File: src/rtl/arch_params.svh
// Purpose: offsets, field positions, static values and counts for the result clamp and heat alarm
// Assumes: included by its bare name in every file that needs these constants
// Notes: types live in arch_pkg
`ifndef ARCH_PARAMS_SVH
`define ARCH_PARAMS_SVH

// reconfiguration port map
`define ARCH_ADDR_CONFIG 8'h00
`define ARCH_ADDR_MODE 8'h01
`define ARCH_ADDR_SEQ0 8'h02
`define ARCH_ADDR_SEQ1 8'h03
`define ARCH_ADDR_THRESH 8'h0E
`define ARCH_CTRL_PAGE 4'h0
`define ARCH_STATUS_PAGE 4'h1
`define ARCH_TEMP_INDEX 4'h8

// field positions
`define ARCH_MODE_SEQ_HI 15
`define ARCH_MODE_SEQ_LO 14
`define ARCH_MODE_CE 13
`define ARCH_MODE_BU 1
`define ARCH_THRESH_H_HI 15
`define ARCH_THRESH_H_LO 8
`define ARCH_THRESH_L_HI 7
`define ARCH_THRESH_L_LO 0
`define ARCH_SEQ_DEFAULT 2'h0

// static configuration, loaded at reset and on a configuration load
`define ARCH_STATIC_CONFIG 16'h0000
`define ARCH_STATIC_MODE 16'h0000
`define ARCH_STATIC_SEQ0 16'h0000
`define ARCH_STATIC_SEQ1 16'h0000
`define ARCH_STATIC_THRESH 16'hFF00

// result limits
`define ARCH_UNI_MAX 16'sh0FFF
`define ARCH_UNI_MIN 16'sh0000
`define ARCH_BI_MAX 16'sh07FF
`define ARCH_BI_MIN 16'shF800

// threshold code times sixteen lines up with the temperature code
`define ARCH_THRESH_PAD 4'h0

// alarm debounce, about 10 ms of oscillator cycles
`define ARCH_DEBOUNCE_MS 10
`define ARCH_DEBOUNCE_COUNT 20'h80000

`endif

File: src/rtl/arch_pkg.sv
// Purpose: shared types of the result clamp and heat alarm
// Assumes: constants come from arch_params.svh
// Notes: used only by scoped names
package arch_pkg;

    typedef struct packed {
        logic write;
        logic [7:0] addr;
        logic [15:0] wdata;
    } arch_access_t;

    typedef struct packed {
        logic enable;
        arch_access_t access;
    } arch_port_req_t;

    typedef enum logic [1:0] {
        ARCH_IDLE = 2'b00,
        ARCH_FETCH_PORT = 2'b01,
        ARCH_FETCH_DEBUG = 2'b10
    } arch_state_t;

endpackage

File: src/rtl/arch_result_clamp_heat_alarm.sv
// Purpose: result clamp, status update pulse, heat alarm and reconfiguration port of the converter
// Assumes: clk is the conversion clock; port_clock and port pins come from another domain
// Notes: the debug path and the result path run on clk
// Function
// - pulse status update on the same clock edge that stores each corrected result
// - single-ended or unipolar results clamp to the range 0 to 4095
// - bipolar results clamp to the signed range -2048 to 2047
// - heat decision uses the temperature result stored at status 18h
// - raw heat flag sets when temperature exceeds the upper threshold
// - raw heat flag clears below the lower threshold, holds in between
// - alarm rises only after the raw flag stays high for the debounce count
// - a raw flag pulse shorter than the debounce keeps the alarm low
// - heat detection works only in the default scan mode
// - thresholds are scaled by sixteen against the temperature code
// - access done marks completion of a port read or write
// - the active-low reset resets the whole block except the status storage array
// - configuration load low reloads the static control values
// - debug busy is high while a debug access is in progress
// - changed flag sets on debug control write, clears on user port operation
// - in event mode each trigger pulse of at least one cycle starts exactly one conversion
`timescale 1ns/1ns
`include "arch_params.svh"
module arch_result_clamp_heat_alarm #(
    parameter logic [19:0] DEBOUNCE_CYCLES = `ARCH_DEBOUNCE_COUNT
) (
    input wire logic clk,
    input wire logic reset_n,
    input wire logic static_config_load_n,
    input wire logic port_clock,
    input wire logic port_access_enable,
    input wire logic port_write_select,
    input wire logic [7:0] port_address,
    input wire logic [15:0] port_write_data,
    output logic [15:0] port_read_data,
    output logic port_access_done,
    input wire logic conversion_trigger,
    output logic conversion_start,
    input wire logic result_valid,
    input wire logic [3:0] result_channel,
    input wire logic signed [15:0] result_value,
    output logic status_update,
    output logic over_temp_alarm,
    input wire logic debug_access_req,
    input wire logic debug_write,
    input wire logic [7:0] debug_address,
    input wire logic [15:0] debug_write_data,
    output logic [15:0] debug_read_data,
    output logic debug_access_busy,
    output logic control_changed_by_debug,
    output logic [15:0] config_word,
    output logic [15:0] mode_word,
    output logic [15:0] seq0_word,
    output logic [15:0] seq1_word,
    output logic [15:0] thresh_word
);
    logic [1:0] pclk_sync;
    logic pclk_prev;
    arch_pkg::arch_port_req_t req_meta;
    arch_pkg::arch_port_req_t req_sync;
    arch_pkg::arch_port_req_t req_hold;
    arch_pkg::arch_access_t pend_req;
    logic pend;
    logic [1:0] trig_sync;
    logic trig_prev;
    logic [1:0] load_sync;
    arch_pkg::arch_access_t dbg_req;
    arch_pkg::arch_access_t ctrl_wr;
    arch_pkg::arch_state_t state;
    arch_pkg::arch_state_t next_state;
    logic pclk_rise;
    logic pclk_fall;
    logic port_take;
    logic port_serve;
    logic debug_serve;
    logic port_fetch;
    logic debug_fetch;
    logic ctrl_wr_fire;
    logic debug_ctrl_write;
    logic loading;
    logic mem_rd_en;
    logic [3:0] mem_rd_addr;
    logic [15:0] mem_rd_data;
    logic signed [15:0] clamped_result;
    logic bipolar;
    logic default_mode;
    logic temp_write;
    logic [11:0] temp_code;
    logic [11:0] upper_limit;
    logic [11:0] lower_limit;
    logic raw_over_temp;
    logic [19:0] alarm_count;

    // every pin from the port domain passes two flops before use
    always_ff @(posedge clk or negedge reset_n) begin
        if (!reset_n) begin
            pclk_sync <= 2'h0;
            pclk_prev <= 1'b0;
            req_meta <= '0;
            req_sync <= '0;
            trig_sync <= 2'h0;
            trig_prev <= 1'b0;
            load_sync <= 2'h3;
        end else begin
            pclk_sync <= {pclk_sync[0], port_clock};
            pclk_prev <= pclk_sync[1];
            req_meta <= {port_access_enable, port_write_select, port_address, port_write_data};
            req_sync <= req_meta;
            trig_sync <= {trig_sync[0], conversion_trigger};
            trig_prev <= trig_sync[1];
            load_sync <= {load_sync[0], static_config_load_n};
        end
    end

    assign pclk_rise = pclk_sync[1] & ~pclk_prev;
    assign pclk_fall = ~pclk_sync[1] & pclk_prev;
    assign loading = ~load_sync[1];

    // the fabric changes its pins just after its rising edge, so the copy taken at
    // the falling edge is what stood at the next rising edge
    always_ff @(posedge clk or negedge reset_n) begin
        if (!reset_n) begin
            req_hold <= '0;
        end else if (pclk_fall) begin
            req_hold <= req_sync;
        end
    end

    assign port_take = pclk_rise & req_hold.enable;

    always_ff @(posedge clk or negedge reset_n) begin
        if (!reset_n) begin
            pend <= 1'b0;
            pend_req <= '0;
        end else if (port_take) begin
            pend <= 1'b1;
            pend_req <= req_hold.access;
        end else if (port_serve) begin
            pend <= 1'b0;
        end
    end

    // port wins over debug; a debug access waits at most one fetch
    assign port_serve = (state == arch_pkg::ARCH_IDLE) && pend;
    assign debug_serve = (state == arch_pkg::ARCH_IDLE) && !pend && debug_access_busy;
    assign port_fetch = port_serve && !pend_req.write && 
                        (pend_req.addr[7:4] == `ARCH_STATUS_PAGE);
    assign debug_fetch = debug_serve && !dbg_req.write && (dbg_req.addr[7:4] == `ARCH_STATUS_PAGE);
    assign mem_rd_en = port_fetch || debug_fetch;
    assign mem_rd_addr = port_serve ? pend_req.addr[3:0] : dbg_req.addr[3:0];

    always_comb begin
        next_state = state;
        case (state)
            arch_pkg::ARCH_IDLE: begin
                if (port_fetch) begin
                    next_state = arch_pkg::ARCH_FETCH_PORT;
                end else if (debug_fetch) begin
                    next_state = arch_pkg::ARCH_FETCH_DEBUG;
                end
            end
            arch_pkg::ARCH_FETCH_PORT: next_state = arch_pkg::ARCH_IDLE;
            arch_pkg::ARCH_FETCH_DEBUG: next_state = arch_pkg::ARCH_IDLE;
            default: next_state = arch_pkg::ARCH_IDLE;
        endcase
    end

    always_ff @(posedge clk or negedge reset_n) begin
        if (!reset_n) begin
            state <= arch_pkg::ARCH_IDLE;
        end else begin
            state <= next_state;
        end
    end

    function automatic logic [15:0] ctrl_read(input logic [7:0] addr);
        case (addr)
            `ARCH_ADDR_CONFIG: ctrl_read = config_word;
            `ARCH_ADDR_MODE: ctrl_read = mode_word;
            `ARCH_ADDR_SEQ0: ctrl_read = seq0_word;
            `ARCH_ADDR_SEQ1: ctrl_read = seq1_word;
            `ARCH_ADDR_THRESH: ctrl_read = thresh_word;
            default: ctrl_read = 16'h0000;
        endcase
    endfunction

    // port read data and access done
    always_ff @(posedge clk or negedge reset_n) begin
        if (!reset_n) begin
            port_read_data <= 16'h0000;
            port_access_done <= 1'b0;
        end else if (state == arch_pkg::ARCH_FETCH_PORT) begin
            port_read_data <= mem_rd_data;
            port_access_done <= 1'b1;
        end else if (port_serve && !port_fetch) begin
            if (!pend_req.write) begin
                port_read_data <= ctrl_read(pend_req.addr);
            end
            port_access_done <= 1'b1;
        end else if (pclk_rise) begin
            port_access_done <= 1'b0;
        end
    end

    // debug path: busy from acceptance to completion
    always_ff @(posedge clk or negedge reset_n) begin
        if (!reset_n) begin
            debug_access_busy <= 1'b0;
            dbg_req <= '0;
        end else if (debug_access_req && !debug_access_busy) begin
            debug_access_busy <= 1'b1;
            dbg_req <= {debug_write, debug_address, debug_write_data};
        end else if ((debug_serve && !debug_fetch) || state == arch_pkg::ARCH_FETCH_DEBUG) begin
            debug_access_busy <= 1'b0;
        end
    end

    always_ff @(posedge clk or negedge reset_n) begin
        if (!reset_n) begin
            debug_read_data <= 16'h0000;
        end else if (state == arch_pkg::ARCH_FETCH_DEBUG) begin
            debug_read_data <= mem_rd_data;
        end else if (debug_serve && !dbg_req.write) begin
            debug_read_data <= ctrl_read(dbg_req.addr);
        end
    end

    // control registers
    assign ctrl_wr_fire = (port_serve && pend_req.write) || (debug_serve && dbg_req.write);
    assign ctrl_wr = port_serve ? pend_req : dbg_req;
    assign debug_ctrl_write = debug_serve && dbg_req.write && (dbg_req.addr[7:4] == `ARCH_CTRL_PAGE);

    always_ff @(posedge clk or negedge reset_n) begin
        if (!reset_n) begin
            config_word <= `ARCH_STATIC_CONFIG;
            mode_word <= `ARCH_STATIC_MODE;
            seq0_word <= `ARCH_STATIC_SEQ0;
            seq1_word <= `ARCH_STATIC_SEQ1;
            thresh_word <= `ARCH_STATIC_THRESH;
        end else if (loading) begin
            config_word <= `ARCH_STATIC_CONFIG;
            mode_word <= `ARCH_STATIC_MODE;
            seq0_word <= `ARCH_STATIC_SEQ0;
            seq1_word <= `ARCH_STATIC_SEQ1;
            thresh_word <= `ARCH_STATIC_THRESH;
        end else if (ctrl_wr_fire) begin
            case (ctrl_wr.addr)
                `ARCH_ADDR_CONFIG: config_word <= ctrl_wr.wdata;
                `ARCH_ADDR_MODE: mode_word <= ctrl_wr.wdata;
                `ARCH_ADDR_SEQ0: seq0_word <= ctrl_wr.wdata;
                `ARCH_ADDR_SEQ1: seq1_word <= ctrl_wr.wdata;
                `ARCH_ADDR_THRESH: thresh_word <= ctrl_wr.wdata;
                default: config_word <= config_word;
            endcase
        end
    end

    // a debug write in the same cycle as a user operation keeps the flag set
    always_ff @(posedge clk or negedge reset_n) begin
        if (!reset_n) begin
            control_changed_by_debug <= 1'b0;
        end else if (debug_ctrl_write) begin
            control_changed_by_debug <= 1'b1;
        end else if (port_take) begin
            control_changed_by_debug <= 1'b0;
        end
    end

    // event mode trigger; a pulse shorter than one cycle may be missed by the synchroniser
    always_ff @(posedge clk or negedge reset_n) begin
        if (!reset_n) begin
            conversion_start <= 1'b0;
        end else begin
            conversion_start <= mode_word[`ARCH_MODE_CE] && trig_sync[1] && !trig_prev;
        end
    end

    // result clamp
    assign bipolar = mode_word[`ARCH_MODE_BU];

    always_comb begin
        clamped_result = result_value;
        if (bipolar) begin
            if (result_value > `ARCH_BI_MAX) begin
                clamped_result = `ARCH_BI_MAX;
            end else if (result_value < `ARCH_BI_MIN) begin
                clamped_result = `ARCH_BI_MIN;
            end
        end else begin
            if (result_value > `ARCH_UNI_MAX) begin
                clamped_result = `ARCH_UNI_MAX;
            end else if (result_value < `ARCH_UNI_MIN) begin
                clamped_result = `ARCH_UNI_MIN;
            end
        end
    end

    arch_status_mem #(
        .DATA_W(16),
        .ADDR_W(4)
    ) u_status_mem (
        .clk(clk),
        .reset_n(reset_n),
        .wr_en(result_valid),
        .wr_addr(result_channel),
        .wr_data(clamped_result),
        .rd_en(mem_rd_en),
        .rd_addr(mem_rd_addr),
        .rd_data(mem_rd_data)
    );

    always_ff @(posedge clk or negedge reset_n) begin
        if (!reset_n) begin
            status_update <= 1'b0;
        end else begin
            status_update <= result_valid;
        end
    end

    // heat detection from the stored temperature result
    assign default_mode = mode_word[`ARCH_MODE_SEQ_HI:`ARCH_MODE_SEQ_LO] == `ARCH_SEQ_DEFAULT;
    assign temp_write = result_valid && (result_channel == `ARCH_TEMP_INDEX);
    assign temp_code = clamped_result[11:0];
    assign upper_limit = {thresh_word[`ARCH_THRESH_H_HI:`ARCH_THRESH_H_LO], `ARCH_THRESH_PAD};
    assign lower_limit = {thresh_word[`ARCH_THRESH_L_HI:`ARCH_THRESH_L_LO], `ARCH_THRESH_PAD};

    always_ff @(posedge clk or negedge reset_n) begin
        if (!reset_n) begin
            raw_over_temp <= 1'b0;
        end else if (!default_mode) begin
            raw_over_temp <= 1'b0;
        end else if (temp_write) begin
            if (temp_code > upper_limit) begin
                raw_over_temp <= 1'b1;
            end else if (temp_code < lower_limit) begin
                raw_over_temp <= 1'b0;
            end
        end
    end

    // debounce: the counter restarts whenever the raw flag drops
    always_ff @(posedge clk or negedge reset_n) begin
        if (!reset_n) begin
            alarm_count <= 20'h00000;
        end else if (!raw_over_temp) begin
            alarm_count <= 20'h00000;
        end else if (alarm_count != DEBOUNCE_CYCLES) begin
            alarm_count <= alarm_count + 20'h00001;
        end
    end

    always_ff @(posedge clk or negedge reset_n) begin
        if (!reset_n) begin
            over_temp_alarm <= 1'b0;
        end else begin
            over_temp_alarm <= raw_over_temp && (alarm_count == DEBOUNCE_CYCLES);
        end
    end
endmodule

File: src/rtl/arch_status_mem.sv
// Purpose: status register storage with one write port and one registered read port
// Assumes: single clock, reads and writes may share a cycle
// Notes: contents are undefined until written; a read of the address being written returns old data
`timescale 1ns/1ns
module arch_status_mem #(
    parameter int DATA_W = 16,
    parameter int ADDR_W = 4
) (
    input wire logic clk,
    input wire logic reset_n,
    input wire logic wr_en,
    input wire logic [ADDR_W-1:0] wr_addr,
    input wire logic [DATA_W-1:0] wr_data,
    input wire logic rd_en,
    input wire logic [ADDR_W-1:0] rd_addr,
    output logic [DATA_W-1:0] rd_data
);
    logic [DATA_W-1:0] store [0:(1<<ADDR_W)-1];

    // no reset on the array so it maps onto plain memory
    always_ff @(posedge clk) begin
        if (wr_en) begin
            store[wr_addr] <= wr_data;
        end
    end

    always_ff @(posedge clk or negedge reset_n) begin
        if (!reset_n) begin
            rd_data <= '0;
        end else if (rd_en) begin
            rd_data <= store[rd_addr];
        end
    end
endmodule

File: config.mk
export PLATFORM = sky130hd
export DESIGN_NAME = arch_result_clamp_heat_alarm
export DESIGN_NICKNAME = d
export VERILOG_FILES = /design/src/rtl/arch_pkg.sv /design/src/rtl/arch_result_clamp_heat_alarm.sv /design/src/rtl/arch_status_mem.sv
export VERILOG_INCLUDE_DIRS = /design/src /design/src/rtl
export SDC_FILE = /design/constraint.sdc
export NUM_CORES = 1
export LEC_CHECK = 0
export ABC_CLOCK_PERIOD_IN_PS = 6170
export BUFFER_PORTS_ARGS = -buffer_cell sky130_fd_sc_hd__buf_4
export CORE_UTILIZATION = 60
export CTS_CLUSTER_DIAMETER = 60
export DETAILED_ROUTE_END_ITERATION = 16
export GPL_TIMING_DRIVEN = 1
export PLACE_DENSITY = 0.82
export SETUP_SLACK_MARGIN = 0.5
export SKIP_CTS_REPAIR_TIMING = 1
export SYNTH_ARGS = -nofsm -noshare
export SYNTH_HDL_FRONTEND = slang
export SYNTH_SLANG_ARGS = --single-unit
File: constraint.sdc
create_clock -name clk -period 6.17 [get_ports clk]
set_input_delay 0 -clock clk [delete_from_list [all_inputs] [get_ports clk]]
set_output_delay 0 -clock clk [all_outputs]
set_load 0.005 [all_outputs]
* After elaboration in Yosys (flattened, before gate mapping)
Memories as Yosys holds them, arrays and structs flattened. A register that Yosys moved wholly into a read port is not among the register bits.
Index checks and enable logic that the tools add are counted.
** Storage, ports and cells
- Bits in registers :: 278
- Memory bits (writable) :: 256
- Bits of input ports :: 78
- Output and inout bits :: 118
- Word-level logic and storage cells :: 179
- Memories :: 1
** Operators by class
- $add $sub $neg :: 1
- Magnitude comparators :: 6
- Eq/ne operators :: 30
- Muxes and demuxes :: 49
- Bitwise gates (word level) :: 5
- Reductions and logical operators :: 47
** Memory list
- u_status_mem.store :: words 16, bits a word 16, read ports 1, clocked after Yosys merged registers in 1, wr ports 1, line arch_status_mem.sv:18 : logic [DATA_W-1:0] store [0:(1<<ADDR_W)-1];
** Operators by type and width (count)
- 2-to-1 mux 16 bit :: 25
- case mux 16 bit (5 select lines) :: 2
- == test 8 x 2 -> 1 bit, second input constant :: 6
- 2-to-1 mux 20 bit :: 2
- == test 8 x 1 -> 1 bit, second input constant :: 3
- == test 8 x 4 -> 1 bit, second input constant :: 3
- logical NOT 8 bit :: 3
- 2-to-1 mux 24 bit :: 1
- adder 20 x 1 -> 20 bit, second input constant :: 1
- == test 20 bit, second input constant :: 1
- inequality test 20 bit, second input constant :: 1
- inequality test 2 x 1 -> 1 bit, second input constant :: 9
- logical AND 1 bit :: 17
- greater-than comparator 16 x 12 -> 1 bit, second input constant :: 1
- greater-than comparator 16 x 13 -> 1 bit, second input constant :: 1
- < comparator 16 x 1 -> 1 bit, second input constant :: 1
- < comparator 16 x 12 -> 1 bit, second input constant :: 1
- 2-to-1 mux 1 bit :: 15
- AND reduction 2 bit :: 7
- greater-than comparator 12 bit :: 1
- < comparator 12 bit :: 1
- nonzero test 2 bit :: 5
- == test 4 x 1 -> 1 bit, second input constant :: 2
- logical NOT 1 bit :: 8
- 13 further kinds :: 21

* Longest topological paths before layout
Gate-level depths: netlist of the first run.
- Depth after elaboration :: 10
- Gate-level depth with buffers :: 15
- Depth with buffers taken out :: 14

* By module
Synthesis of the first run repeated with hierarchy kept, for this count alone.
** Second synthesis, totals
- Cells, all modules :: 1434
- Area, all modules :: 22679.3 um^2
** By module, submodules not included
- arch_result_clamp_heat_alarm :: times used 1, cells an instance 982, area an instance 12221.7 um^2, seq. area each 6969.2 um^2
- arch_status_mem :: times used 1, cells an instance 452, area an instance 10457.5 um^2, seq. area each 8087.8 um^2

* Least setup slack after synthesis of the first run
Ideal clock, no wire load.
- Path type :: in2reg
- From :: in result_value[15]
- To :: reg raw_over_temp
- Library setup time :: 0.139 ns
- Arrival time :: 2.691 ns
- Data required time :: 6.031 ns
- Path slack :: 3.341 ns
- Stages :: 13
- Buffers on the path :: 1
- Cells stage by stage :: clkbuf_1 -> and3_1 -> nand3_1 -> ha_1 -> mux2i_1 -> a21o_1 -> ha_1 -> nor2b_1 -> o21a_1 -> o21ai_0 -> a21oi_1 -> o211ai_1 -> a211oi_1
** On the way
- Word-level cells in the longest chain between the ends :: 8
- Elaborated cells between the ends (all ways) :: 16
- Classes of those cells :: order compare (6); eq/ne (1); mux (8); reduce/logical (1)
** RTL lines
- start: declaration :: line arch_result_clamp_heat_alarm.sv:40 : input wire logic signed [15:0] result_value,
- < comparator 16 x 1 -> 1 bit (no line) or < comparator 16 x 12 -> 1 bit (tied branches)
- 2-to-1 mux 16 bit (on tied branches) :: line arch_result_clamp_heat_alarm.sv:291, arch_result_clamp_heat_alarm.sv:285
- 2-to-1 mux 16 bit (on tied branches) :: line arch_result_clamp_heat_alarm.sv:289, arch_result_clamp_heat_alarm.sv:283
- 2-to-1 mux 16 bit (*) :: line arch_result_clamp_heat_alarm.sv:282 : if (bipolar) begin
- named net clamped_result[5] :: line arch_result_clamp_heat_alarm.sv:83 : logic signed [15:0] clamped_result;
- greater-than comparator 12 bit :: line arch_result_clamp_heat_alarm.sv:332 : if (temp_code > upper_limit) begin
- 2-to-1 mux 1 bit :: line arch_result_clamp_heat_alarm.sv:332
- 2-to-1 mux 1 bit :: line arch_result_clamp_heat_alarm.sv:331 : end else if (temp_write) begin
- 2-to-1 mux 1 bit :: line arch_result_clamp_heat_alarm.sv:329 : end else if (!default_mode) begin
- end signal: assignment :: line arch_result_clamp_heat_alarm.sv:328 : raw_over_temp <= 1'b0;
- end signal: assignment :: line arch_result_clamp_heat_alarm.sv:330 : raw_over_temp <= 1'b0;
- end signal: assignment :: line arch_result_clamp_heat_alarm.sv:333 : raw_over_temp <= 1'b1;
- end: declaration :: line arch_result_clamp_heat_alarm.sv:90 : logic raw_over_temp;
Mark *: on every way through the listed nets, which the timed path passes. The rest lies on a longest branch. The select of a mux whose other input is x is not followed.
A chain may end at the register's enable or synchronous reset.

* Worst setup path in the final report of the first run
- From :: reg state[1]
- To :: reg u_status_mem.rd_data[0] (read register of u_status_mem.store)
** On the way
- Word-level cells in the longest chain between the ends :: 6
- Elaborated cells between the ends (all ways) :: 10
- Classes of those cells :: mux (1); reduce/logical (9)
** RTL lines
- start: declaration :: line arch_result_clamp_heat_alarm.sv:68 : arch_pkg::arch_state_t state;
- start signal: assignment :: line arch_result_clamp_heat_alarm.sv:169 : state <= arch_pkg::ARCH_IDLE;
- start signal: assignment :: line arch_result_clamp_heat_alarm.sv:171 : state <= next_state;
- logical NOT 2 bit (*) :: line arch_result_clamp_heat_alarm.sv:143, arch_result_clamp_heat_alarm.sv:144
- logical AND 1 bit (2 in series) :: line arch_result_clamp_heat_alarm.sv:144 : assign debug_serve = (state == arch_pkg::ARCH_IDLE) && !pend && debug_access_busy;
- logical AND 1 bit (2 in series) :: line arch_result_clamp_heat_alarm.sv:147 : assign debug_fetch = debug_serve && !dbg_req.write && (dbg_req.addr[7:4] == `ARCH_STATUS_PAGE);
- logical OR 1 bit :: line arch_result_clamp_heat_alarm.sv:148 : assign mem_rd_en = port_fetch || debug_fetch;
- end: declaration :: line arch_status_mem.sv:16 : output logic [DATA_W-1:0] rd_data
Mark *: on every way between the ends. The rest lies on a longest branch, timed or not.

==> impl_metrics.csv, run 1 <==
group,metric,value,unit
run_status,status,"completed",
logic_synthesis,synth_edf_count,256,
route,postRouteAntennaNets,0,
placement,portBuffers,195,
route,drt_iter0_markers,2103,
setup_path,reg2regPathDepth,8,
route,totalWireLength,62900,um
logic_synthesis,ys_warn_count,0,
logic_synthesis,synth_fa_ha_area_share,0.981,%
cells_and_area,diodes,0,
timing,period_minus_slack,3650,ps
setup_path,crit_fanout,77,
die,core_area,37700,um2
die,start_util,60.9,%
setup_path,path_cells,"nor3b_2 > buf_4 > mux2_4 > buf_4 > mux2i_1 > o221ai_1 > a31oi_1 > a31oi_1",
logic_synthesis,synth_top_family_by_area,"simple AND/OR/NAND/NOR gates",
setup_path,crit_start,"state[1]",
grt,grt_max_degree,160,
setup_path,r2r_slack,2520,ps
logic_synthesis,synth-simple-area-share,13.5,%
timing,max_freq,274,MHz
setup_path,cp-end-kind,"flip-flop",
setup_path,worstPathArrival,4130,ps
logic_synthesis,syn-instance-count,1809,
setup_path,cp_num_cells,8,
logic_synthesis,yosysMostFrequentCell,"nand2_1",
setup_path,worstReg2RegStart,"state[1]",
logic_synthesis,async_flop_share,53.5,%
setup_path,critPathCapture,"u_status_mem.rd_data[0]",
timing,tightest_slew,1400,ps
clock_network,h-tree-depth,2,
clock_network,cts_buffers,55,
route,drt-wirelength-per-cell,24.1,um
placement,gp_congestion,0.965,
grt,gr-total-overflow,0,
cells_and_area,nets,2151,
die,die_area,39000,um2
setup_path,startpoint_type,"flip-flop",
logic_synthesis,synth.top_cells.by_area,"edfxtp_1 (33%), dfrtp_1 (31%), nand2_1 (5.2%)",
setup_path,cp_num_buf_inv,2,
grt,grt_pass1_wl,92500,um
route,post_drt_via_cell_ratio,6.41,
logic_synthesis,avgSynthCellArea,12.7,um2
logic_synthesis,yosys.area.top_type,"edfxtp_1",
die,fp.dieH,198,um
power_and_ir_drop,power.density,374,nW/um2
die,die_w,198,um
clock_network,clockBufferDepth,3,
logic_synthesis,synth_mux_area_share,7.70,%
route,num_vias,16700,
clock_network,root_buffer,"clkbuf_16",
logic_synthesis,synth_common_cells,"nand2_1 (321), dfrtp_1 (284), edfxtp_1 (256)",
logic_synthesis,synth_xor_xnor_area_share,0.649,%
cells_and_area,syn_to_final_growth,19.4,%
clock_network,clock-sinks,550,
cells_and_area,fillCellCount,2401,
logic_synthesis,syn-num-nets,1905,
setup_path,crit_family,"multiplexers",
clock_network,path_clk_slew,60,ps
grt,grt_pass1_vias,15700,
die,io_pins,196,
timing,finalHoldViolations,0,
logic_synthesis,synth_area,23000,um2
logic_synthesis,synth_compound_gate_area_share,9.03,%
timing,skew,17.2,ps
setup_path,r2r-end,"u_status_mem.rd_data[0]",
timing,slew_headroom,6.59,%
logic_synthesis,ys_seq_area_share,65.6,%
logic_synthesis,netlist.area_leader.share,33.5,%
route,drc,0,
placement,dp_hpwl,38900,um
timing,tns,0,ps
hold_path,min_path_type,"input pin to flip-flop",
timing,rsz0062_at_grt,"no",
power_and_ir_drop,p_leak,0.0112,uW
setup_path,critical_path_required,6650,ps
cells_and_area,drive_gt1_share,21.7,%
logic_synthesis,synth.distinct_cells,71,
timing,final-setup-viol-count,0,
setup_path,slowest_stage,"mux2_4",
power_and_ir_drop,ir_worst_vdd,0.248,mV
die,rows,71,
route,drtPass1Iterations,10,
logic_synthesis,ys_ff_latch,550,
timing,fin_crit_sh,59.1,%
setup_path,path_class,"flip-flop to flip-flop",
logic_synthesis,synth_ff_type,"dfrtp_1",
timing,drv_slew,0,
clock_network,cts_tree,"done",
grt,grt_usage,31.7,%
clock_network,clk_latency,610,ps
job,cap_viol_max_count,0,
setup_path,max_stage_delay,900,ps
cells_and_area,fin_area,27400,um2
placement,place_area,25000,um2
grt,antenna_found_initial,0,
## state kept, by name, summed over array words and instances, names as in the netlist, 2 cells and up
| signal | count |
|---|---|
| port_read_data | 16 |
| u_status_mem.store | 256 |
| pclk_sync | 2 |
| thresh_word | 16 |
| seq0_word | 16 |
| req_sync | 26 |
| alarm_count | 20 |
| mode_word | 16 |
| seq1_word | 16 |
| state | 2 |
| config_word | 16 |
| load_sync | 2 |
| req_meta | 26 |
| dbg_req | 25 |
| debug_read_data | 16 |
| trig_sync | 2 |
| pend_req | 25 |
| u_status_mem.rd_data | 16 |
| req_hold | 26 |
## worst min-delay path by stage
stage                                     from                          to  slack (ps)  depth (start not counted)
final                         result_value[15]  u_status_mem.store[14][11]          20                          3
after global routing           port_address[2]                req_meta[18]          40                          2
after CTS                   conversion_trigger                trig_sync[0]        -510                          1
after detailed placement    port_write_data[4]                 req_meta[4]         110                          1
after global placement    static_config_load_n                load_sync[0]         110                          1
after floorplan                        reset_n              alarm_count[0]        -300                          0
## final cells by class
cell class                      count  area, um2  area share, %
Inverter                           29        109          0.397
Clock buffer                       80       1570           5.74
Multi-Input combinational cell   1125       7440           27.2
Tap cell                          511        639           2.33
Sequential cell                   550      15100           55.0
Clock inverter                     22        195          0.712
Timing Repair Buffer              294       2380           8.70
## metal layers
metal,up-vias,GRT usage [%],part of all wire (%)
li1,7149,-,-
met1,8211,42.9,37
met2,1141,50.5,48
met3,226,5.22,10
met4,0,15.4,4.7
met5,-,0,0
## cells by family (layout without fill, tap and decap cells)
group,after synthesis,in the layout
mux,146,146
xor+xnor,17,17
flops,550,550
simple gates,659,659
buf+inv,134,425
fa+ha+maj,18,18
compound gates,285,285
## power by group
group / switching [uW] / internal, uW
clock: 1390 / 1860
combinational: 1490 / 877
sequential: 398 / 4220
## worst register-to-register path, cell delays in order, from the launching register on
cell	delay, ps
dfrtp_1	440
nor3b_2	200
buf_4	480
mux2_4	900
buf_4	730
mux2i_1	310
o221ai_1	170
a31oi_1	210
a31oi_1	100
## per-stage QoR
stage / hold slack, ps / power [uW] / utilization (%) / worst slack [ps] / std cells
floorplan: -296 / 6020 / - / 3340 / 1809
global placement: 109 / 6810 / 66.4 / 2790 / 2446
detailed placement: 110 / 6920 / 66.4 / 2610 / 2446
CTS: -513 / 10200 / 71.1 / 2570 / 2548
global route: 39.8 / 10600 / 72.7 / 2320 / 2611
finish: 23.4 / 10200 / 72.7 / 2520 / 2611
## layout by cell type (no fill, tap or decap), types with 18 or more instances in the layout
cell and count:
nand2_1 321, a21oi_1 33, buf_4 229, and2_1 19
edfxtp_1 256, clkbuf_16 56, dfrtp_1 284, nor2_1 47
mux2_2 77, a22o_1 36, dlygate4sd3_1 63, nand3_1 171
inv_1 29, a31oi_1 30, ha_1 18, o21ai_0 63
mux2i_1 48
Note: power is estimated with default switching activity, not from simulation.
==> run 2: changes to the inputs <==
ABC_AREA = 1   (was unset)
ABC_CLOCK_PERIOD_IN_PS = 3700   (was 6170)
clock period = 3.7 ns   (was 6.17 ns; I/O delays follow)
==> run 2 against run 1 <==
- fmax increased by 33%
- combinational power increased by 140%
- clock power increased by 64%
- sequential cell count unchanged
- clock skew increased by 6.1 ps
- global-route usage increased by 1.6 points
- highest routed layer unchanged
==> impl_metrics.csv, run 2 <==
group,metric,value,unit
setup_path,r2r_slack,960,ps
logic_synthesis,syn-instance-count,2165,
cells_and_area,syn_to_final_growth,18.7,%
cells_and_area,fillCellCount,2501,
setup_path,r2r-end,"raw_over_temp",
placement,dp_hpwl,41100,um
setup_path,worstReg2RegStart,"mode_word[1]",
logic_synthesis,yosysMostFrequentCell,"nand2_1",
hold_path,min_path_type,"input pin to flip-flop",
placement,portBuffers,195,
placement,placed_cells,2812,
grt,antenna_found_initial,1,
clock_network,cts_buffers,52,
clock_network,cts_tree,"done",
timing,tightest_slew,1290,ps
logic_synthesis,async_flop_share,53.5,%
grt,grt_usage,33.4,%
timing,rsz0062_at_grt,"no",
cells_and_area,regMostFlops,"u_status_mem.store",
setup_path,reg2regPathDepth,14,
timing,finalHoldViolations,0,
cells_and_area,largest_reg_flops,256,
cells_and_area,layout_common_cells,"nand2_1 (552), dfrtp_1 (284), edfxtp_1 (256)",
power_and_ir_drop,ir_worst_vdd,0.565,mV
setup_path,startpoint_type,"flip-flop",
logic_synthesis,ys_warn_count,0,
die,die_area,38700,um2
setup_path,crit_fanout,18,
timing,period_minus_slack,2740,ps
power_and_ir_drop,p_leak,0.0114,uW
route,post_drt_via_cell_ratio,5.97,
setup_path,crit_start,"mode_word[1]",
clock_network,h-tree-depth,2,
setup_path,critPathCapture,"raw_over_temp",
timing,max_freq,365,MHz
grt,grt_max_degree,103,
grt,gr-total-overflow,0,
cells_and_area,instances_no_fill,2967,
logic_synthesis,yosys.area.top_type,"edfxtp_1",
route,drc,0,
timing,skew,23.4,ps
logic_synthesis,synth.top_cells.by_area,"edfxtp_1 (34%), dfrtp_1 (31%), nand2_1 (9.1%)",
route,postRouteAntennaNets,0,
route,drtPass1Iterations,6,
die,die_w,197,um
logic_synthesis,synth_ff_type,"dfrtp_1",
clock_network,clk_latency,610,ps
hold_path,holdCritStartpoint,"result_channel[0]",
grt,grt_pass1_wl,96200,um
run_status,status,"completed",
timing,tns,0,ps
logic_synthesis,synth_common_cells,"nand2_1 (552), dfrtp_1 (284), edfxtp_1 (256)",
clock_network,clockBufferDepth,3,
logic_synthesis,ys_seq_area_share,66.2,%
hold_path,whs_path_depth,3,
die,io_pins,196,
die,rows,70,
setup_path,critical_path_required,4190,ps
logic_synthesis,ys_ff_latch,550,
route,totalWireLength,66100,um
logic_synthesis,synth_edf_count,256,
setup_path,cp-end-kind,"flip-flop",
timing,final-setup-viol-count,0,
clock_network,root_buffer,"clkbuf_16",
logic_synthesis,syn-num-nets,2261,
die,core_area,37000,um2
die,start_util,61.6,%
setup_path,worstPathArrival,3230,ps
logic_synthesis,synth_area,22800,um2
clock_network,path_clk_slew,70,ps
setup_path,path_class,"flip-flop to flip-flop",
timing,drv_slew,0,
job,cap_viol_max_count,0,
timing,slew_headroom,13.6,%
cells_and_area,nets,2514,
cells_and_area,final_common_cell,"nand2_1",
logic_synthesis,netlist.area_leader.share,33.8,%
logic_synthesis,synth.distinct_cells,49,
timing,fin_crit_sh,74.1,%
cells_and_area,drive_gt1_share,15.8,%
die,fp.dieH,197,um
placement,gp_congestion,0.975,
power_and_ir_drop,power.density,718,nW/um2
clock_network,clock-sinks,550,
route,drt_iter0_markers,1940,
grt,grt_pass1_vias,17000,
route,drt-wirelength-per-cell,22.3,um
logic_synthesis,avgSynthCellArea,10.5,um2
route,num_vias,17700,
run 2: how the worst min path moves through the flow:
| stage | end | slack (ps) |
|---|---|---|
| after floorplan | alarm_count[0] | -300 |
| after global placement | req_meta[8] | 100 |
| after detailed placement | req_meta[3] | 90 |
| after CTS | req_meta[3] | -550 |
| after global routing | u_status_mem.store[6][0] | 20 |
| final | u_status_mem.store[10][7] | 2 |
run 2: worst max-delay path, cell delays in order (launching register included):
cell,delay (ps)
dfrtp_1,590
nand2_1,220
inv_1,180
o21ai_0,100
o21ai_0,70
inv_1,280
ha_1,390
nand2_1,40
inv_1,60
nand2_1,50
or3_1,300
nor2_1,90
nand3_1,90
nand3_1,80
a21oi_1,70
run 2: cell type report:
type	instances	area [um2]	area share, %
clock inverters	19	206	0.764
diodes	2	5.00	0.0185
inverters	205	769	2.85
multi-input cells	1318	6450	23.9
flip-flops and latches	550	15100	55.7
well taps	504	631	2.33
repair buffers	291	2390	8.86
clock buffers	78	1500	5.55
run 2: through the flow:
| stage | worst slack (ps) | power, uW | cell area [um2] | utilization, % | hold WS (ps) |
|---|---|---|---|---|---|
| 2_1_floorplan | 952 | 11500 | 22800 | - | -296 |
| 3_3_place_gp | 1060 | 13700 | 24700 | 66.9 | 97.7 |
| 3_5_place_dp | 1000 | 13900 | 24700 | 66.9 | 94.9 |
| 4_1_cts | 977 | 19200 | 26500 | 71.6 | -554 |
| 5_1_grt | 656 | 20300 | 27000 | 73.1 | 20.1 |
| 6_report | 958 | 19400 | 27000 | 73.1 | 2.26 |
run 2: power breakdown:
part           internal [uW]  total, uW  switching, uW
Clock                   3020       5320           2300
Sequential              7610       8440            832
Combinational           2030       5630           3600
Total                  12700      19400           6730
run 2: cells by family after synthesis:
group	count (synthesis)	share of synthesized area, %
simple gates	898	16.0
flops	550	66.2
buf+inv	297	5.74
fa+ha+maj	18	0.990
mux	11	0.544
compound gates	391	10.5
run 2: metal layers:
metal | vias up | wire (um) | track usage (%)
met5 | - | 0 | 0
met4 | 0 | 3620 | 17.9
met3 | 217 | 6820 | 6.28
met2 | 1066 | 31600 | 52.1
met1 | 8617 | 24100 | 44.8
li1 | 7827 | - | -
